==> src/shared/fifo_flag_pkg.sv <==
// shared constants for the fall-through flag and offset programming block
// assumes every pin is sampled by the 100 MHz system clock
package fifo_flag_pkg;

  // ---------------------------------------------------------------
  // widths and defaults
  // ---------------------------------------------------------------
  localparam int DATA_W         = 36;
  localparam int DEFAULT_DEPTH  = 1024;
  localparam int DEFAULT_OFS_W  = 10;
  localparam int DEFAULT_OFFSET = 127;
  localparam int BUF_DEPTH      = 4;
  localparam int SYNC_STAGES    = 2;
  localparam int FLAG_SETTLE    = 2;

  // ---------------------------------------------------------------
  // positions in the synchronised pin vector
  // ---------------------------------------------------------------
  localparam int PIN_WCLK = 0;
  localparam int PIN_RCLK = 1;
  localparam int PIN_MRS  = 2;
  localparam int PIN_LD   = 3;
  localparam int PIN_SEN  = 4;
  localparam int PIN_WEN  = 5;
  localparam int PIN_REN  = 6;
  localparam int PIN_SI   = 7;
  localparam int PIN_DATA = 8;
  localparam int PIN_W    = PIN_DATA + DATA_W;

  // ---------------------------------------------------------------
  // offset register parts, in load and readback order
  // ---------------------------------------------------------------
  typedef enum logic [1:0] {
    EMPTY_LOW,
    EMPTY_HIGH,
    FULL_LOW,
    FULL_HIGH
  } part_type;

  function automatic part_type next_part(input part_type p);
    case (p)
      EMPTY_LOW:  next_part = EMPTY_HIGH;
      EMPTY_HIGH: next_part = FULL_LOW;
      FULL_LOW:   next_part = FULL_HIGH;
      default:    next_part = EMPTY_LOW;
    endcase
  endfunction : next_part

endpackage : fifo_flag_pkg

==> src/hdl/pin_sync.sv <==
// two-flip-flop synchroniser for a vector of asynchronous pins
// assumes each bit is an independent level; no word coherence given
`timescale 1ns/100ps
module pin_sync
  import fifo_flag_pkg::*;
#(
  parameter int WIDTH = 1
) (
  input  wire logic             clk_sys_in,  // system clock
  input  wire logic             resetn_in,   // sync reset, active low
  input  wire logic [WIDTH-1:0] pins_in,     // raw pin levels
  output logic      [WIDTH-1:0] sync_out     // synchronised levels
);

  logic [WIDTH-1:0] meta;

  always_ff @(posedge clk_sys_in) begin
    if (!resetn_in) begin
      meta     <= '0;
      sync_out <= '0;
    end else begin
      meta     <= pins_in;
      sync_out <= meta;
    end
  end

endmodule : pin_sync

==> src/hdl/word_fifo.sv <==
// small valid/ready word buffer
// assumes DEPTH is a power of two; both sides on the same clock
`timescale 1ns/100ps
module word_fifo
  import fifo_flag_pkg::*;
#(
  parameter int WIDTH = DATA_W,
  parameter int DEPTH = BUF_DEPTH
) (
  input  wire logic             clk_sys_in,  // system clock
  input  wire logic             resetn_in,   // sync reset, active low
  input  wire logic             in_valid_in, // word offered
  output logic                  in_ready_out,// room for a word
  input  wire logic [WIDTH-1:0] in_data_in,  // word to store
  output logic                  out_valid_out,// word available
  input  wire logic             out_ready_in,// drain side takes word
  output logic      [WIDTH-1:0] out_data_out // oldest word
);

  localparam int AW = $clog2(DEPTH);

  logic [WIDTH-1:0] mem [DEPTH];
  logic [AW:0]      wr_ptr;
  logic [AW:0]      rd_ptr;
  logic             push;
  logic             pop;

  assign in_ready_out  = (wr_ptr - rd_ptr) != (AW+1)'(DEPTH);
  assign out_valid_out = wr_ptr != rd_ptr;
  assign out_data_out  = mem[rd_ptr[AW-1:0]];
  assign push          = in_valid_in && in_ready_out;
  assign pop           = out_valid_out && out_ready_in;

  always_ff @(posedge clk_sys_in) begin
    if (push) begin
      mem[wr_ptr[AW-1:0]] <= in_data_in;
    end
  end

  always_ff @(posedge clk_sys_in) begin
    if (!resetn_in) begin
      wr_ptr <= '0;
      rd_ptr <= '0;
    end else begin
      if (push) begin
        wr_ptr <= wr_ptr + 1'b1;
      end
      if (pop) begin
        rd_ptr <= rd_ptr + 1'b1;
      end
    end
  end

endmodule : word_fifo

==> src/hdl/fifo_flag_offset.sv <==
// fall-through status flags and almost-empty/almost-full offset loading
// assumes write and read clocks arrive as pins and are far slower than clk_sys_in
//
// How it works
// - almost-empty rises at empty offset plus two
// - half-full falls from half depth plus two
// - input-ready goes high at depth plus one
// - parallel load walks four offset parts in order
// - parallel readback walks four parts in order
// - serial load takes one bit per write edge
// - load method latched only during master reset
// - readback allowed in either load method
// - serial offsets take effect only when set completes
// - shift enable high blocks serial shifting
// - memory writes interleave freely with serial loading
// - almost-full valid two write edges after load
// - almost-empty valid two read edges after load
// - offsets read back only on the parallel bus
// - load select high at master reset means serial
// - master reset rewinds both part pointers
`timescale 1ns/100ps
module fifo_flag_offset
  import fifo_flag_pkg::*;
#(
  parameter int DEPTH    = DEFAULT_DEPTH,
  parameter int OFS_W    = DEFAULT_OFS_W,
  parameter int OFS_INIT = DEFAULT_OFFSET
) (
  input  wire logic              clk_sys_in,             // system clock, 100 MHz
  input  wire logic              resetn_in,              // sync reset, active low
  input  wire logic              write_clk_in,           // writer clock pin
  input  wire logic              read_clk_in,            // reader clock pin
  input  wire logic              master_reset_n_in,      // master reset pin
  input  wire logic              offset_load_select_n_in,// offset access select
  input  wire logic              shift_enable_n_in,      // serial shift enable
  input  wire logic              write_enable_n_in,      // write enable
  input  wire logic              read_enable_n_in,       // read enable
  input  wire logic              serial_in,              // serial offset bit
  input  wire logic [DATA_W-1:0] input_bus_in,           // write data / offsets
  output logic      [DATA_W-1:0] output_bus_out,         // read data / offsets
  output logic                   input_ready_n_out,      // high when full
  output logic                   output_ready_n_out,     // high when empty
  output logic                   almost_empty_flag_n_out,// low when near empty
  output logic                   almost_full_flag_n_out, // low when near full
  output logic                   half_full_flag_n_out,   // low from half depth plus two
  output logic                   serial_mode_out         // method latched at reset
);

  // ---------------------------------------------------------------
  // derived sizes
  // ---------------------------------------------------------------
  localparam int CNT_W   = $clog2(DEPTH + 2);
  localparam int PART_W  = (OFS_W + 1) / 2;
  localparam int HIGH_W  = OFS_W - PART_W;
  localparam int SET_W   = 2 * OFS_W;
  localparam int IDX_W   = $clog2(SET_W);
  localparam int SET_W_T = $clog2(FLAG_SETTLE + 1);

  localparam logic [CNT_W-1:0] FULL_COUNT = CNT_W'(DEPTH + 1);
  localparam logic [CNT_W-1:0] HALF_MARK  = CNT_W'(DEPTH / 2 + 2);
  localparam logic [IDX_W-1:0] LAST_BIT   = IDX_W'(SET_W - 1);
  localparam logic [OFS_W-1:0] OFS_RESET  = OFS_W'(OFS_INIT);
  localparam logic [SET_W_T-1:0] SETTLE_LAST = SET_W_T'(FLAG_SETTLE - 1);

  function automatic logic at_least(input logic [CNT_W-1:0] c,
                                    input logic [CNT_W-1:0] thr);
    at_least = c >= thr;
  endfunction : at_least

  // ---------------------------------------------------------------
  // pin sampling and edge finding
  // ---------------------------------------------------------------
  logic [PIN_W-1:0] pins;
  logic [PIN_W-1:0] pins_s;
  logic             wclk_prev;
  logic             rclk_prev;
  logic             wclk_rise;
  logic             rclk_rise;
  logic             mrs_act;
  logic             ld_n;
  logic             sen_n;
  logic             wen_n;
  logic             ren_n;
  logic             si;
  logic [DATA_W-1:0] din;

  assign pins = {input_bus_in, serial_in, read_enable_n_in, write_enable_n_in,
                 shift_enable_n_in, offset_load_select_n_in, master_reset_n_in,
                 read_clk_in, write_clk_in};

  pin_sync #(
    .WIDTH (PIN_W)
  ) u_sync (
    .clk_sys_in (clk_sys_in),
    .resetn_in  (resetn_in),
    .pins_in    (pins),
    .sync_out   (pins_s)
  );

  assign mrs_act   = !pins_s[PIN_MRS];
  assign ld_n      = pins_s[PIN_LD];
  assign sen_n     = pins_s[PIN_SEN];
  assign wen_n     = pins_s[PIN_WEN];
  assign ren_n     = pins_s[PIN_REN];
  assign si        = pins_s[PIN_SI];
  assign din       = pins_s[PIN_DATA +: DATA_W];
  assign wclk_rise = pins_s[PIN_WCLK] && !wclk_prev;
  assign rclk_rise = pins_s[PIN_RCLK] && !rclk_prev;

  always_ff @(posedge clk_sys_in) begin
    if (!resetn_in) begin
      wclk_prev <= 1'b0;
      rclk_prev <= 1'b0;
    end else begin
      wclk_prev <= pins_s[PIN_WCLK];
      rclk_prev <= pins_s[PIN_RCLK];
    end
  end

  // ---------------------------------------------------------------
  // operation decode on clock edges
  // ---------------------------------------------------------------
  logic serial_mode;
  logic ofs_write;
  logic ofs_read;
  logic bit_shift;
  logic mem_write;
  logic mem_read;

  assign ofs_write = wclk_rise && !ld_n && !wen_n && ren_n && sen_n
                     && !serial_mode;
  assign ofs_read  = rclk_rise && !ld_n && !ren_n && wen_n && sen_n;
  assign bit_shift = wclk_rise && !ld_n && !sen_n && serial_mode;
  assign mem_write = wclk_rise && ld_n && !wen_n;
  assign mem_read  = rclk_rise && ld_n && !ren_n;

  // programming method is caught only while master reset is held
  always_ff @(posedge clk_sys_in) begin
    if (!resetn_in) begin
      serial_mode <= 1'b0;
    end else if (mrs_act) begin
      serial_mode <= ld_n;
    end
  end

  // ---------------------------------------------------------------
  // offset registers, part pointers and serial staging
  // ---------------------------------------------------------------
  logic [OFS_W-1:0] empty_ofs;
  logic [OFS_W-1:0] full_ofs;
  part_type         wr_part;
  part_type         rd_part;
  logic [SET_W-1:0] shadow;
  logic [IDX_W-1:0] bit_idx;
  logic             empty_done;
  logic             full_done;
  logic [SET_W-1:0] next_shadow;

  always_comb begin
    next_shadow          = shadow;
    next_shadow[bit_idx] = si;
  end

  always_ff @(posedge clk_sys_in) begin
    if (!resetn_in) begin
      empty_ofs  <= OFS_RESET;
      full_ofs   <= OFS_RESET;
      wr_part    <= EMPTY_LOW;
      shadow     <= '0;
      bit_idx    <= '0;
      empty_done <= 1'b0;
      full_done  <= 1'b0;
    end else if (mrs_act) begin
      empty_ofs  <= OFS_RESET;
      full_ofs   <= OFS_RESET;
      wr_part    <= EMPTY_LOW;
      bit_idx    <= '0;
      empty_done <= 1'b0;
      full_done  <= 1'b0;
    end else begin
      empty_done <= 1'b0;
      full_done  <= 1'b0;
      if (ofs_write) begin
        wr_part <= next_part(wr_part);
        case (wr_part)
          EMPTY_LOW:  empty_ofs[PART_W-1:0]     <= din[PART_W-1:0];
          EMPTY_HIGH: begin
            empty_ofs[OFS_W-1:PART_W] <= din[HIGH_W-1:0];
            empty_done                <= 1'b1;
          end
          FULL_LOW:   full_ofs[PART_W-1:0]      <= din[PART_W-1:0];
          default: begin
            full_ofs[OFS_W-1:PART_W]  <= din[HIGH_W-1:0];
            full_done                 <= 1'b1;
          end
        endcase
      end else if (bit_shift) begin
        // staged so a partial set never disturbs the live offsets
        shadow <= next_shadow;
        if (bit_idx == LAST_BIT) begin
          bit_idx    <= '0;
          empty_ofs  <= next_shadow[OFS_W-1:0];
          full_ofs   <= next_shadow[SET_W-1:OFS_W];
          empty_done <= 1'b1;
          full_done  <= 1'b1;
        end else begin
          bit_idx <= bit_idx + 1'b1;
        end
      end
    end
  end

  // readback pointer and the parallel bus view of the offsets
  logic [DATA_W-1:0] readback;
  logic              readback_hit;

  always_ff @(posedge clk_sys_in) begin
    if (!resetn_in) begin
      rd_part      <= EMPTY_LOW;
      readback     <= '0;
      readback_hit <= 1'b0;
    end else if (mrs_act) begin
      rd_part      <= EMPTY_LOW;
      readback_hit <= 1'b0;
    end else begin
      readback_hit <= ofs_read;
      if (ofs_read) begin
        rd_part <= next_part(rd_part);
        case (rd_part)
          EMPTY_LOW:  readback <= DATA_W'(empty_ofs[PART_W-1:0]);
          EMPTY_HIGH: readback <= DATA_W'(empty_ofs[OFS_W-1:PART_W]);
          FULL_LOW:   readback <= DATA_W'(full_ofs[PART_W-1:0]);
          default:    readback <= DATA_W'(full_ofs[OFS_W-1:PART_W]);
        endcase
      end
    end
  end

  // ---------------------------------------------------------------
  // flag offsets settle a fixed number of port clock edges after load
  // ---------------------------------------------------------------
  logic [OFS_W-1:0]   af_ofs;
  logic [OFS_W-1:0]   ae_ofs;
  logic               af_wait;
  logic               ae_wait;
  logic [SET_W_T-1:0] af_edges;
  logic [SET_W_T-1:0] ae_edges;

  always_ff @(posedge clk_sys_in) begin
    if (!resetn_in || mrs_act) begin
      af_ofs   <= OFS_RESET;
      af_wait  <= 1'b0;
      af_edges <= '0;
    end else if (full_done) begin
      af_wait  <= 1'b1;
      af_edges <= '0;
    end else if (af_wait && wclk_rise) begin
      if (af_edges == SETTLE_LAST) begin
        af_wait <= 1'b0;
        af_ofs  <= full_ofs;
      end else begin
        af_edges <= af_edges + 1'b1;
      end
    end
  end

  // read edges are counted here, so a stopped read clock holds the old offset
  always_ff @(posedge clk_sys_in) begin
    if (!resetn_in || mrs_act) begin
      ae_ofs   <= OFS_RESET;
      ae_wait  <= 1'b0;
      ae_edges <= '0;
    end else if (empty_done) begin
      ae_wait  <= 1'b1;
      ae_edges <= '0;
    end else if (ae_wait && rclk_rise) begin
      if (ae_edges == SETTLE_LAST) begin
        ae_wait <= 1'b0;
        ae_ofs  <= empty_ofs;
      end else begin
        ae_edges <= ae_edges + 1'b1;
      end
    end
  end

  // ---------------------------------------------------------------
  // write staging buffer and occupancy count
  // ---------------------------------------------------------------
  logic              buf_in_ready;
  logic              buf_out_valid;
  logic [DATA_W-1:0] buf_out_data;
  logic              drain;
  logic [CNT_W-1:0]  count;
  logic [DATA_W-1:0] last_word;
  logic              dec;

  // a write at full is dropped; buffering it would let it land after a read
  assign drain = buf_out_valid && (count != FULL_COUNT);
  assign dec   = mem_read && (count != '0);

  word_fifo #(
    .WIDTH (DATA_W),
    .DEPTH (BUF_DEPTH)
  ) u_buf (
    .clk_sys_in    (clk_sys_in),
    .resetn_in     (resetn_in && !mrs_act),
    .in_valid_in   (mem_write && count != FULL_COUNT),
    .in_ready_out  (buf_in_ready),
    .in_data_in    (din),
    .out_valid_out (buf_out_valid),
    .out_ready_in  (drain),
    .out_data_out  (buf_out_data)
  );

  always_ff @(posedge clk_sys_in) begin
    if (!resetn_in || mrs_act) begin
      count     <= '0;
      last_word <= '0;
    end else begin
      if (drain) begin
        last_word <= buf_out_data;
      end
      if (drain && !dec) begin
        count <= count + 1'b1;
      end else if (dec && !drain) begin
        count <= count - 1'b1;
      end
    end
  end

  // ---------------------------------------------------------------
  // registered outputs
  // ---------------------------------------------------------------
  always_ff @(posedge clk_sys_in) begin
    if (!resetn_in) begin
      output_bus_out          <= '0;
      input_ready_n_out       <= 1'b1;
      output_ready_n_out      <= 1'b1;
      almost_empty_flag_n_out <= 1'b0;
      almost_full_flag_n_out  <= 1'b1;
      half_full_flag_n_out    <= 1'b1;
      serial_mode_out         <= 1'b0;
    end else begin
      serial_mode_out    <= serial_mode;
      output_ready_n_out <= (count == '0);
      almost_empty_flag_n_out <=
        at_least(count, CNT_W'(ae_ofs) + CNT_W'(2));
      half_full_flag_n_out <= !at_least(count, HALF_MARK);
      almost_full_flag_n_out <=
        !at_least(count, FULL_COUNT - CNT_W'(af_ofs));
      input_ready_n_out <= (count == FULL_COUNT) || !buf_in_ready;
      // offset readback overwrites whatever word stood on the bus
      if (readback_hit) begin
        output_bus_out <= readback;
      end else if (mem_read && count != '0) begin
        output_bus_out <= last_word;
      end
    end
  end

endmodule : fifo_flag_offset

==> config.mk <==
export PLATFORM = sky130hd
export DESIGN_NAME = fifo_flag_offset
export DESIGN_NICKNAME = d
export VERILOG_FILES = /design/src/shared/fifo_flag_pkg.sv /design/src/hdl/pin_sync.sv /design/src/hdl/word_fifo.sv /design/src/hdl/fifo_flag_offset.sv
export SDC_FILE = /design/constraint.sdc
export NUM_CORES = 1
export LEC_CHECK = 0
export BUFFER_PORTS_ARGS = -buffer_cell sky130_fd_sc_hd__buf_4
export CAP_MARGIN = 10
export CORE_MARGIN = 5
export CORE_UTILIZATION = 50
export DETAILED_ROUTE_END_ITERATION = 8
export GPL_TIMING_DRIVEN = 0
export PLACE_DENSITY = 0.63
export SLEW_MARGIN = 20
export SYNTH_ARGS = -nofsm -noshare
export SYNTH_HDL_FRONTEND = slang
export SYNTH_HIERARCHICAL = 1
export SYNTH_SLANG_ARGS = --single-unit
==> constraint.sdc <==
create_clock -name clk_sys_in -period 4.9 [get_ports clk_sys_in]
set_clock_uncertainty 0.05 [all_clocks]
set_input_delay 1.47 -clock clk_sys_in [delete_from_list [all_inputs] [get_ports clk_sys_in]]
set_output_delay 1.47 -clock clk_sys_in [all_outputs]
set_load 0.02 [all_outputs]
## Word-level counts from Yosys, hierarchy flattened

Memories as Yosys holds them, arrays and structs flattened. A register that Yosys moved wholly into a read port is not among the register bits.
Index checks and enable logic that the tools add are counted.

| cells by class | value |
|---|---|
| add/subtract/negate cells | 10 |
| magnitude comparators | 5 |
| equal/unequal tests | 15 |
| multiplexer cells | 35 |
| bitwise logic cells | 5 |
| reduce and logical (&&, ||, !) cells | 73 |

Operators with widths:

| cell | count |
|---|---|
| 36-bit 2-to-1 mux | 2 |
| 10-bit 2-to-1 mux | 6 |
| 1-bit logical AND | 28 |
| 5-bit 2-to-1 mux | 5 |
| 11-bit greater-or-equal comparator | 2 |
| 11-bit 2-to-1 mux | 2 |
| 3-bit AND reduction | 7 |
| 20-bit bitwise mux | 1 |
| 2-bit nonzero test | 8 |
| 1-bit 2-to-1 mux | 15 |
| 5-bit one-hot mux with 3 select lines | 1 |
| 1-bit zero test | 14 |
| 2-bit AND reduction | 7 |
| 2-bit one-hot mux with 3 select lines | 2 |
| 10-bit by 2-bit adder with 11-bit output, second input constant | 1 |
| 11-bit by 1-bit adder with 11-bit output, second input constant | 1 |
| 11-bit equality test, second input constant | 1 |
| 11-bit by 10-bit greater-or-equal comparator with 1-bit output, second input constant | 1 |
| 11-bit zero test | 1 |
| 11-bit inequality test, second input constant | 1 |
| 11-bit nonzero test | 1 |
| 11-bit by 1-bit subtractor with 11-bit output, second input constant | 1 |
| 11-bit by 10-bit subtractor with 11-bit output, first input constant | 1 |
| 2-bit by 1-bit equality test with 1-bit output, second input constant | 4 |
| 18 further kinds | 30 |

| storage, ports and cells | value |
|---|---|
| register bits after elaboration | 264 |
| RAM bits | 144 |
| input port bits | 46 |
| output and inout bits | 42 |
| memories | 1 |

Memories:

| name | words | width | rd ports | clocked after Yosys merged registers in | write ports | RTL line | text |
|---|---|---|---|---|---|---|---|
| u_buf.mem | 4 | 36 | 1 | 1 | 1 | word_fifo.sv:22 | `logic [WIDTH-1:0] mem [DEPTH];` |

## Longest topological paths before layout

Gate-level depths: netlist (run 1).

| depth | value |
|---|---|
| word-level depth | 9 |
| depth in mapped cells | 15 |
| gate-level depth less buffers | 13 |

## Modules after synthesis

The synthesis (run 1) kept the hierarchy.

Modules (own cells, without submodules):

| module | times used | cells each | area each (µm²) | sequential area each (µm²) |
|---|---|---|---|---|
| fifo_flag_offset | 1 | 977 | 8298.0 | 3503.4 |
| word_fifo | 1 | 239 | 5683.0 | 4484.3 |
| pin_sync | 1 | 185 | 2372.3 | 1761.7 |

## Worst setup path before layout (run 1)

No wires, ideal clock.

| timing path | value |
|---|---|
| path type | reg-to-reg |
| from | reg u_buf.wr_ptr[0] |
| to | reg count[10] |
| arrival time | 3.385 ns |
| required time | 4.719 ns |
| setup slack | 1.334 ns |
| cell stages (with the launch flop) | 15 |
| buffers on the path | 1 |
| clock period less this slack | 3.566 ns |
| cells stage by stage | dfxtp_1 -> inv_1 -> ha_1 -> nand3_1 -> nand2_1 -> inv_2 -> clkbuf_1 -> ha_1 -> inv_1 -> fa_1 -> a211o_1 -> a21o_1 -> o41ai_1 -> o21a_1 -> nor3_1 |

| on the way | value |
|---|---|
| longest elaborated chain between the ends | 5 |

Ends and longest elaborated chain:

| item | RTL line | text |
|---|---|---|
| start, declared | word_fifo.sv:23 | `logic [AW:0] wr_ptr;` |
| start signal, assigned | word_fifo.sv:46 | `wr_ptr <= wr_ptr + 1'b1;` |
| 3-bit inequality test (*) | word_fifo.sv:29 | `assign out_valid_out = wr_ptr != rd_ptr;` |
| via buf_out_valid | fifo_flag_offset.sv:290 | `logic buf_out_valid;` |
| 1-bit logical AND (*) | fifo_flag_offset.sv:298 | `assign drain = buf_out_valid && (count != FULL_COUNT);` |
| via drain | fifo_flag_offset.sv:292 | `logic drain;` |
| 1-bit zero test | fifo_flag_offset.sv:325 | `end else if (dec && !drain) begin` |
| 1-bit logical AND | fifo_flag_offset.sv:325 |  |
| 2-bit nonzero test (no source line) | n/a |  |
| end signal, assigned | fifo_flag_offset.sv:324 | `count <= count + 1'b1;` |
| end signal, assigned | fifo_flag_offset.sv:326 | `count <= count - 1'b1;` |
| end, declared | fifo_flag_offset.sv:293 | `logic [CNT_W-1:0] count;` |

Mark *: on every way through the listed nets, which the timed path passes. The rest lies on a longest branch.
A chain may end at the register's enable or synchronous reset.

## Worst setup path in the final report (run 1)

Same ends and word-level chain as after synthesis.

==> impl_metrics.ini, run 1 <==
[clock_network]
clk_latency_ns = 0.55
ctsHoldBuffers = 0
cts.sink_count = 415
cts-buffers-inserted = 43
clk_root_buffer_cell = sky130_fd_sc_hd__clkbuf_16
htreeDepth = 2
clk_transition_reported_paths_ns = 0.06
cts_tree = built
clockBufferDepth = 3

[sta]
max_slew_margin_pct = 43.9
timing.fmax_ghz = 0.223
setup-violations-final = 0
timing_max_transition_violations_final = 0
final-hold-violation-count = 0
final_period_minus_worst_setup_slack_ns = 4.49
worst-slew-pin-transition_ns = 0.842
unrepaired_setup_endpoints_after_global_routing = false
timing.setup.tns_ns = 0
timing.final.crit_share_pct = 91.6

[finish]
n_antenna_cell = 0
postLayoutCoreUtil_pct = 58.9
area_growth_syn_to_layout_pct = 16.9
layout-drive-gt1-share_pct = 15.9
layout.nets = 1642
final_cell_mix = sky130_fd_sc_hd__dfxtp_1 (271), sky130_fd_sc_hd__nand2_1 (225), sky130_fd_sc_hd__edfxtp_1 (144)
final_cell_area_mm2 = 0.0191
mostFrequentLayoutCell = sky130_fd_sc_hd__dfxtp_1
final_cells = 2016

[place]
place.gp.congestion = 0.822
port_buffers = 87
detailedPlacementHpwl_um = 25200
dpl_cell_area_mm2 = 0.0177
place_inst = 1935

[global_route]
global_route.overflow_total = 0
antenna_found_initial = 0
grt_usage_pct = 19.7
via_count_of_the_first_global_routing_pass = 10738
first_pass_grt_wire_length_um = 57300
pin_count_of_the_biggest_net_entering_global_routing = 26

[pwr]
power_density_mw_per_mm2 = 363
intPower_mw = 5.52
total_power_mw = 6.93
combinational_fraction_of_design_power_pct = 1.6
switchingPower_mw = 1.41
clkPwrFrac_pct = 46.3
sw_frac_of_total_pct = 20.3
ir_drop_uv = 280
total_leakage_power_nw = 7.04
power_frac_seq_pct = 52.1

[detailed_routing]
dr.first_iter.drc_count = 660
route.vias.total = 10594
route.detailed.vias_per_inst = 5.25
wl_um = 35700
post-route-drc-count = 0
routed_wire_length_per_instance_um = 17.7
drt_pass1_iterations = 5
drt.antenna.violating_nets = 0

[synthesis]
synth_area_per_cell_um2 = 11.7
synthDistinctLibCells = 67
syn_inst = 1401
syn_nets = 1504
yosysSeqAreaShare_pct = 59.6
synth_edf_count = 144
netlist_area_mm2 = 0.0164
synth-warning-count = 6
postSynth.topFlopCell = sky130_fd_sc_hd__dfxtp_1
synthArstFlopShare_pct = 0
yosys_register_bits = 415

[floorplanning]
io_pins = 88
design.die.area_mm2 = 0.0364
core_area_mm2 = 0.0325
floorplan.die.width_um = 191
initial_core_util_pct = 50.4
core_rows = 66
die_h_um = 191

[setup_path]
worst_ep_arrival_time_ns = 4.83
setup.worst_path.start_class = register
worstSetupPathType = register to register
regToRegSetupSlack_ns = 0.41
worstPathRequired_ns = 5.24
timing.critical_path.fanout_max = 12
worstSetupEndpointType = register

[run_status]
outcome = finished clean

[hold_path]
min-delay-path-class = register to register

[job]
cap_violations = 0
[final timing paths]
check | start | to | cells after the start
setup reg to reg | u_buf/wr_ptr[0] | count[10] | 14
setup / recovery | u_buf/wr_ptr[0] | count[10] | 14
hold / removal | u_sync/meta[41] | u_sync/sync_out[41] | 1
hold reg to reg | u_sync/meta[41] | u_sync/sync_out[41] | 1
[state kept, by name, summed over array words and instances, names as in the netlist, 2 cells and up, named ones only]
| register | flops |
|---|---|
| af_edges | 2 |
| af_ofs | 10 |
| count | 11 |
| ae_edges | 2 |
| u_buf/mem | 144 |
| rd_part | 2 |
| u_buf/rd_ptr | 3 |
| u_sync/meta | 44 |
| bit_idx | 5 |
| wr_part | 2 |
| ae_ofs | 10 |
| u_sync/sync_out | 44 |
| output_bus_out | 36 |
| readback | 5 |
| full_ofs | 10 |
| last_word | 36 |
| u_buf/wr_ptr | 3 |
| shadow | 20 |
| empty_ofs | 10 |
[cell type report]
class	count	area [µm²]
fillers	2720	13300
clock inverters	20	243
plain buffers	75	373
inverters	27	103
well taps	442	553
multi-input cells	884	6150
clock buffers	60	1190
repair buffers	93	763
flip-flops and latches	415	9750
[power groups by stage]
stage | sequential [mW] | clock [mW] | combinational [mW]
finish | 3.61 | 3.21 | 0.111
global route | 3.61 | 3.44 | 0.123
CTS | 3.61 | 3.28 | 0.114
detailed placement | 3.69 | 0 | 0.113
global placement | 3.69 | 0 | 0.111
floorplan | 3.68 | 0 | 0.0554
[cells by family after synthesis]
family / Yosys count / share of synthesized area, %
xor gates and xnor gates: 25 / 1.43
adders and majority gates: 57 / 4.41
AOI/OAI and AO/OA: 232 / 9.41
buffers and inverters: 102 / 2.91
DFF: 415 / 59.6
and+or+nand+nor: 498 / 15.1
muxes: 72 / 7.16
[what timing repair did]
action	4_1_cts	5_1_grt
cloned	0	0
gates resized for setup	1	1
setup buffers	0	1
setup endpoints to repair	1	1
pin swaps	0	1
[cell usage after synthesis, drive strengths merged (6+ instances only)]
master	instances	area [µm²]
a211o	22	193
a211oi	42	315
a21o	8	60.1
a21oi	99	529
a31oi	8	71.3
and2	99	619
and3	7	43.8
buf	34	219
clkbuf	41	154
dfxtp	271	5430
edfxtp	144	4320
ha	56	701
inv	26	97.6
mux2i	36	360
mux4	36	811
nand2	226	848
nand2b	6	37.5
nand3	30	150
nand4b	6	52.6
nor2	65	254
nor2b	7	43.8
nor3	17	96.4
o21a	6	45.0
o21ai	22	110
xnor2	12	120
xor2	13	114
[metal layers]
metal	vias to the layer above	routed length, µm	global-route usage (%)
li1	5261	-	-
met1	5090	17000	28.5
met2	200	16500	32.2
met3	43	1530	2.75
met4	0	588	4.14
met5	-	0	0
[critical path, stage by stage, from the launching register on]
cell                       delay (ns)
sky130_fd_sc_hd__dfxtp_1         0.38
sky130_fd_sc_hd__inv_1           0.11
sky130_fd_sc_hd__ha_1            0.42
sky130_fd_sc_hd__nand3_1         0.16
sky130_fd_sc_hd__nand2_4         0.13
sky130_fd_sc_hd__inv_2           0.22
sky130_fd_sc_hd__clkbuf_1        0.62
sky130_fd_sc_hd__ha_1            0.32
sky130_fd_sc_hd__inv_1           0.21
sky130_fd_sc_hd__fa_1            0.50
sky130_fd_sc_hd__a211o_1         0.32
sky130_fd_sc_hd__a21o_1          0.20
sky130_fd_sc_hd__o41ai_1         0.47
sky130_fd_sc_hd__o21a_1          0.17
sky130_fd_sc_hd__nor3_1          0.04
[per-stage QoR]
stage                     setup WS (ns)  hold slack (ns)
after detailed placement        0.00457            0.368
after floorplan                    1.33            0.356
after global routing            0.00868            0.396
final                             0.413            0.380
after CTS                         0.140            0.383
after global placement           0.0796            0.358
(Power assumes the default switching activity.)
==> inputs of run 2 (changes only) <==
- BUFFER_PORTS_ARGS: -buffer_cell sky130_fd_sc_hd__buf_4 -> unset
- DONT_BUFFER_PORTS: unset -> 1
- PLACE_DENSITY: 0.63 -> 0.61
==> impl_metrics.ini, run 2 (same netlist as run 1, synthesis figures left out) <==
[place]
place.gp.congestion = 0.843
dp_slack_ns = -0.0522
detailedPlacementHpwl_um = 24900
port_buffers = 0
place_inst = 1848

[pwr]
total_leakage_power_nw = 6.62
total_power_mw = 6.94
power_density_mw_per_mm2 = 376
ir_drop_uv = 291

[finish]
n_fill_cell = 2699
mostFrequentLayoutCell = sky130_fd_sc_hd__dfxtp_1
final_cells = 1927
layout.nets = 1553
max_ffs_per_register = 144
final_cell_mix = sky130_fd_sc_hd__dfxtp_1 (271), sky130_fd_sc_hd__nand2_1 (225), sky130_fd_sc_hd__edfxtp_1 (144)
area_growth_syn_to_layout_pct = 13.0
layout-drive-gt1-share_pct = 11.1

[sta]
timing.fmax_ghz = 0.226
max_slew_margin_pct = 44.6
timing_max_transition_violations_final = 0
worst_slack_ns = 0.473
final-hold-violation-count = 0
timing.setup.tns_ns = 0
unrepaired_setup_endpoints_after_global_routing = false
final_period_minus_worst_setup_slack_ns = 4.43
timing.final.crit_share_pct = 90.3
worst-slew-pin-transition_ns = 0.831
whs_ns = 0.377
setup-violations-final = 0

[detailed_routing]
drt.antenna.violating_nets = 0
wl_um = 35600
route.detailed.vias_per_inst = 5.35
post-route-drc-count = 0
dr.first_iter.drc_count = 593
routed_wire_length_per_instance_um = 18.4
drt_pass1_iterations = 7
route.vias.total = 10310

[setup_path]
worstPathRequired_ns = 5.24
worstSetupEndpointType = register
setup.worst_path.start_class = register
worst_ep_arrival_time_ns = 4.77
worstSetupPathType = register to register
regToRegSetupSlack_ns = 0.47
timing.critical_path.fanout_max = 11

[clock_network]
post_cts.repair.setup_buffers = 0
clockBufferDepth = 3
cts_tree = built
clk_latency_ns = 0.54
cts.sink_count = 415
cts-buffers-inserted = 43
clk_transition_reported_paths_ns = 0.06
htreeDepth = 2
clk_root_buffer_cell = sky130_fd_sc_hd__clkbuf_16

[global_route]
global_route.overflow_total = 0
met2_usage_pct = 31.3
grt_use_met3_pct = 3.81
via_count_of_the_first_global_routing_pass = 10209
pin_count_of_the_biggest_net_entering_global_routing = 25
first_pass_grt_wire_length_um = 57300
grt.busiest_layer = met2
gr-usage-met1_pct = 28.8
grt_usage_pct = 19.9
antenna_found_initial = 2

[floorplanning]
io_pins = 88
design.die.area_mm2 = 0.0364
floorplan.die.width_um = 191
core_rows = 66
die_h_um = 191
core_area_mm2 = 0.0325
initial_core_util_pct = 50.4

[hold_path]
min-delay-path-class = register to register

[job]
cap_violations = 0

[run_status]
outcome = finished clean
==> run 2: report_power, final <==
| part | switching, mW | internal (mW) | total (mW) |
|---|---|---|---|
| Combinational | 0.0504 | 0.0299 | 0.0803 |
| Clock | 1.30 | 1.95 | 3.25 |
| Sequential | 0.0218 | 3.59 | 3.61 |
==> run 2: layout make-up <==
| class | instances | area (µm²) | share of cell area, % |
|---|---|---|---|
| sequential | 415 | 9750 | 52.8 |
| multi-input combinational | 884 | 6140 | 33.2 |
| clock buffer | 59 | 1220 | 6.58 |
| tap | 442 | 553 | 2.99 |
| buffer | 74 | 369 | 2.00 |
| clock inverter | 19 | 218 | 1.18 |
| timing repair buffer | 5 | 123 | 0.664 |
| inverter | 27 | 103 | 0.555 |
| antenna | 2 | 5.00 | 0.0271 |
==> run 2: worst max-delay path, cell delays in order, from the launching register on <==
cell and delay [ns]:
sky130_fd_sc_hd__dfxtp_1 0.39, sky130_fd_sc_hd__nor4_2 0.43, sky130_fd_sc_hd__nand3_1 0.28, sky130_fd_sc_hd__and3_1 0.25, sky130_fd_sc_hd__buf_2 0.22, sky130_fd_sc_hd__clkinv_2 0.21
sky130_fd_sc_hd__buf_4 0.25, sky130_fd_sc_hd__ha_1 0.23, sky130_fd_sc_hd__inv_1 0.22, sky130_fd_sc_hd__ha_1 0.35, sky130_fd_sc_hd__clkbuf_1 0.34, sky130_fd_sc_hd__o21ai_0 0.18
sky130_fd_sc_hd__or4_1 0.43, sky130_fd_sc_hd__o32ai_1 0.21, sky130_fd_sc_hd__o21a_1 0.18, sky130_fd_sc_hd__nor3_1 0.04
==> run 2: final timing paths <==
kind                            cells past startpoint                   to            start
worst max register to register                     15            count[10]         count[1]
worst min-delay path                                1  u_sync/sync_out[42]  u_sync/meta[42]
worst min register to register                      1  u_sync/sync_out[42]  u_sync/meta[42]
worst max-delay path                               15            count[10]         count[1]
==> run 2: metrics by stage <==
stage               utilization, %  cell area [µm²]
finish                        56.9            18500
global route                  56.9            18500
CTS                           56.9            18500
detailed placement            52.5            17000
global placement              52.1            16900
floorplan                        -            16400
==> run 2: layer usage <==
layer	vias up	part of all wire [%]
met5	-	0
met4	0	2.0
met1	4903	47
met2	248	45
met3	54	5.4
li1	5105	-
==> run 2: repair_timing <==
action	4_1_cts	5_1_grt
hold buffers	0	0
endpoints found under the setup margin	1	2
gates resized for setup	1	0
==> inputs of run 3 (changes only) <==
- ABC_AREA: unset -> 1
==> impl_metrics.ini, run 3 <==
[finish]
layout-drive-gt1-share_pct = 8.71
n_antenna_cell = 0
area_growth_syn_to_layout_pct = 11.8
final_cell_area_mm2 = 0.0193
max_ffs_per_register = 144
final_cells = 2486
mostFrequentLayoutCell = sky130_fd_sc_hd__nand2_1
n_fill_cell = 3073
sequential_cell_area_mm2 = 0.00975
multiInputGateArea_mm2 = 0.00623
final_cell_mix = sky130_fd_sc_hd__nand2_1 (369), sky130_fd_sc_hd__dfxtp_1 (271), sky130_fd_sc_hd__inv_1 (223)
layout.nets = 2102

[detailed_routing]
dr.first_iter.drc_count = 811
route.detailed.vias_per_inst = 5.05
route.vias.total = 12553
routed_wire_length_per_instance_um = 15.8
drt_pass1_iterations = 5
wl_um = 39200
post-route-drc-count = 0
drt.antenna.violating_nets = 0

[synthesis]
yosysSeqAreaShare_pct = 56.3
synth_edf_count = 144
synthArstFlopShare_pct = 0
syn_nets = 2053
synth.area.top_cells = sky130_fd_sc_hd__dfxtp_1 (31%), sky130_fd_sc_hd__edfxtp_1 (25%), sky130_fd_sc_hd__nand2_1 (8.0%), sky130_fd_sc_hd__nor2_1 (4.9%), sky130_fd_sc_hd__inv_1 (4.8%)
syn_inst = 1950
synth_area_per_cell_um2 = 8.87
netlist_area_mm2 = 0.0173
synthMostInstantiatedCell = sky130_fd_sc_hd__nand2_1
synth_commonest_cells = sky130_fd_sc_hd__nand2_1 (369), sky130_fd_sc_hd__dfxtp_1 (271), sky130_fd_sc_hd__nor2_1 (225)
postSynth.topFlopCell = sky130_fd_sc_hd__dfxtp_1
yosys_register_bits = 415
synth_largest_type_area_fraction_pct = 31.4
synth-warning-count = 6
synthDistinctLibCells = 48
library_cell_occupying_the_most_area_in_the_post_synthesis_netlist = sky130_fd_sc_hd__dfxtp_1

[setup_path]
r2r_end = count[5]
worstPathRequired_ns = 5.30
max_stage_delay_ns = 0.50
worst_ep_arrival_time_ns = 4.86
worstPathCellList = inv_1, ha_1, nand2_1, inv_1, nand2_2, clkbuf_1, clkbuf_1, a21boi_1, ha_1, inv_1, ha_1, nand2_1, o21ai_0, nand2_1, nand3_1, nand2_1, o21ai_0, inv_1
critical_path.n_buffers_inverters = 6
setup.worst_path.start_class = register
worstRegToRegCells = 18
regToRegSetupSlack_ns = 0.44
timing.critical_path.fanout_max = 10
cpMaxStageDelayCell = sky130_fd_sc_hd__a21boi_1
cp_top_family = buffers and inverters
worstSetupPathType = register to register
rr_startpoint = u_buf/wr_ptr[0]
worstSetupEndpointType = register

[clock_network]
cts-buffers-inserted = 42
clk_root_buffer_cell = sky130_fd_sc_hd__clkbuf_16
cts_repair_resize_count = 0
clk_latency_ns = 0.56
post_cts.repair.setup_buffers = 0
ctsHoldBuffers = 0
cts.sink_count = 415
htreeDepth = 2
cts_tree = built
clk_transition_reported_paths_ns = 0.06
clockBufferDepth = 3

[pwr]
ir_drop_uv = 234
total_leakage_power_nw = 8.39
power_density_mw_per_mm2 = 349

[place]
place.gp.congestion = 0.903
dp_slack_ns = 0.224
dpl_cell_area_mm2 = 0.0180
port_buffers = 0
place_inst = 2410
detailedPlacementHpwl_um = 28500

[sta]
timing.final.crit_share_pct = 91.1
final_period_minus_worst_setup_slack_ns = 4.46
whs_ns = 0.355
unrepaired_setup_endpoints_after_global_routing = false
final-hold-violation-count = 0
worst-slew-pin-transition_ns = 0.930
timing.setup.tns_ns = 0
setup-violations-final = 0
worst_slack_ns = 0.438
timing.fmax_ghz = 0.224
timing_max_transition_violations_final = 0
max_slew_margin_pct = 38.0

[job]
cap_violations = 0

[global_route]
global_route.overflow_total = 0
antenna_found_initial = 0
via_count_of_the_first_global_routing_pass = 12150
first_pass_grt_wire_length_um = 63100
grt_usage_pct = 20.2
pin_count_of_the_biggest_net_entering_global_routing = 24

[hold_path]
min-delay-path-class = register to register
hold_path_depth = 2
timing.hold.worst_endpoint = u_sync/sync_out[6]
min_from = u_sync/meta[6]

[floorplanning]
design.die.area_mm2 = 0.0384
core_rows = 68
initial_core_util_pct = 50.3
core_area_mm2 = 0.0344
die_h_um = 196
io_pins = 88
floorplan.die.width_um = 196

[run_status]
outcome = finished clean
[run 3: where the power goes]
part	total (mW)	internal, mW	switching, mW
clock network	3.04	1.74	1.30
registers	3.61	3.59	0.0219
logic	0.0964	0.0284	0.0680
total	6.75	5.36	1.39
[run 3: tightest hold or removal path, stage by stage (launching register included)]
cell and delay [ns]:
sky130_fd_sc_hd__dfxtp_1 0.30, sky130_fd_sc_hd__nand2_1 0.05, sky130_fd_sc_hd__inv_1 0.04
[run 3: metrics by stage]
step | util [%] | power (mW)
detailed placement | 52.4 | 3.79
finish | 56.3 | 6.75
floorplan | - | 3.75
global route | 56.3 | 6.98
CTS | 56.3 | 6.83
global placement | 52.0 | 3.78
[run 3: routing by layer]
layer | vias up | routed length (µm) | global-route usage, %
li1 | 6515 | - | -
met2 | 244 | 17200 | 31.9
met3 | 60 | 1790 | 3.19
met4 | 0 | 743 | 4.91
met5 | - | 0 | 0
met1 | 5734 | 19500 | 29.4
[run 3: cell type report]
| cell class | count | area share [%] |
|---|---|---|
| well taps | 455 | 2.94 |
| clock inverters | 8 | 0.459 |
| flip-flops and latches | 415 | 50.4 |
| repair buffers | 5 | 0.595 |
| clock buffers | 68 | 6.37 |
| plain buffers | 87 | 2.50 |
| inverters | 234 | 4.55 |
| multi-input cells | 1214 | 32.2 |
[run 3: cells by family after synthesis]
kind of cell | share of synthesized area (%)
buf+inv | 7.87
xor+xnor | 0.911
fa+ha+maj | 4.17
flops | 56.3
simple gates | 19.2
compound gates | 11.5
[run 3: worst max path at each step]
stage / start / endpoint / slack [ns] / depth (start not counted)
floorplan: u_buf/wr_ptr[0] / count[7] / 1.30 / 18
global placement: count[5] / u_buf/mem[3][19] / -0.50 / 6
detailed placement: u_buf/wr_ptr[0] / count[5] / 0.22 / 18
CTS: u_buf/wr_ptr[0] / count[5] / 0.18 / 18
global route: u_buf/wr_ptr[0] / count[5] / 0.05 / 18
finish: u_buf/wr_ptr[0] / count[5] / 0.44 / 18
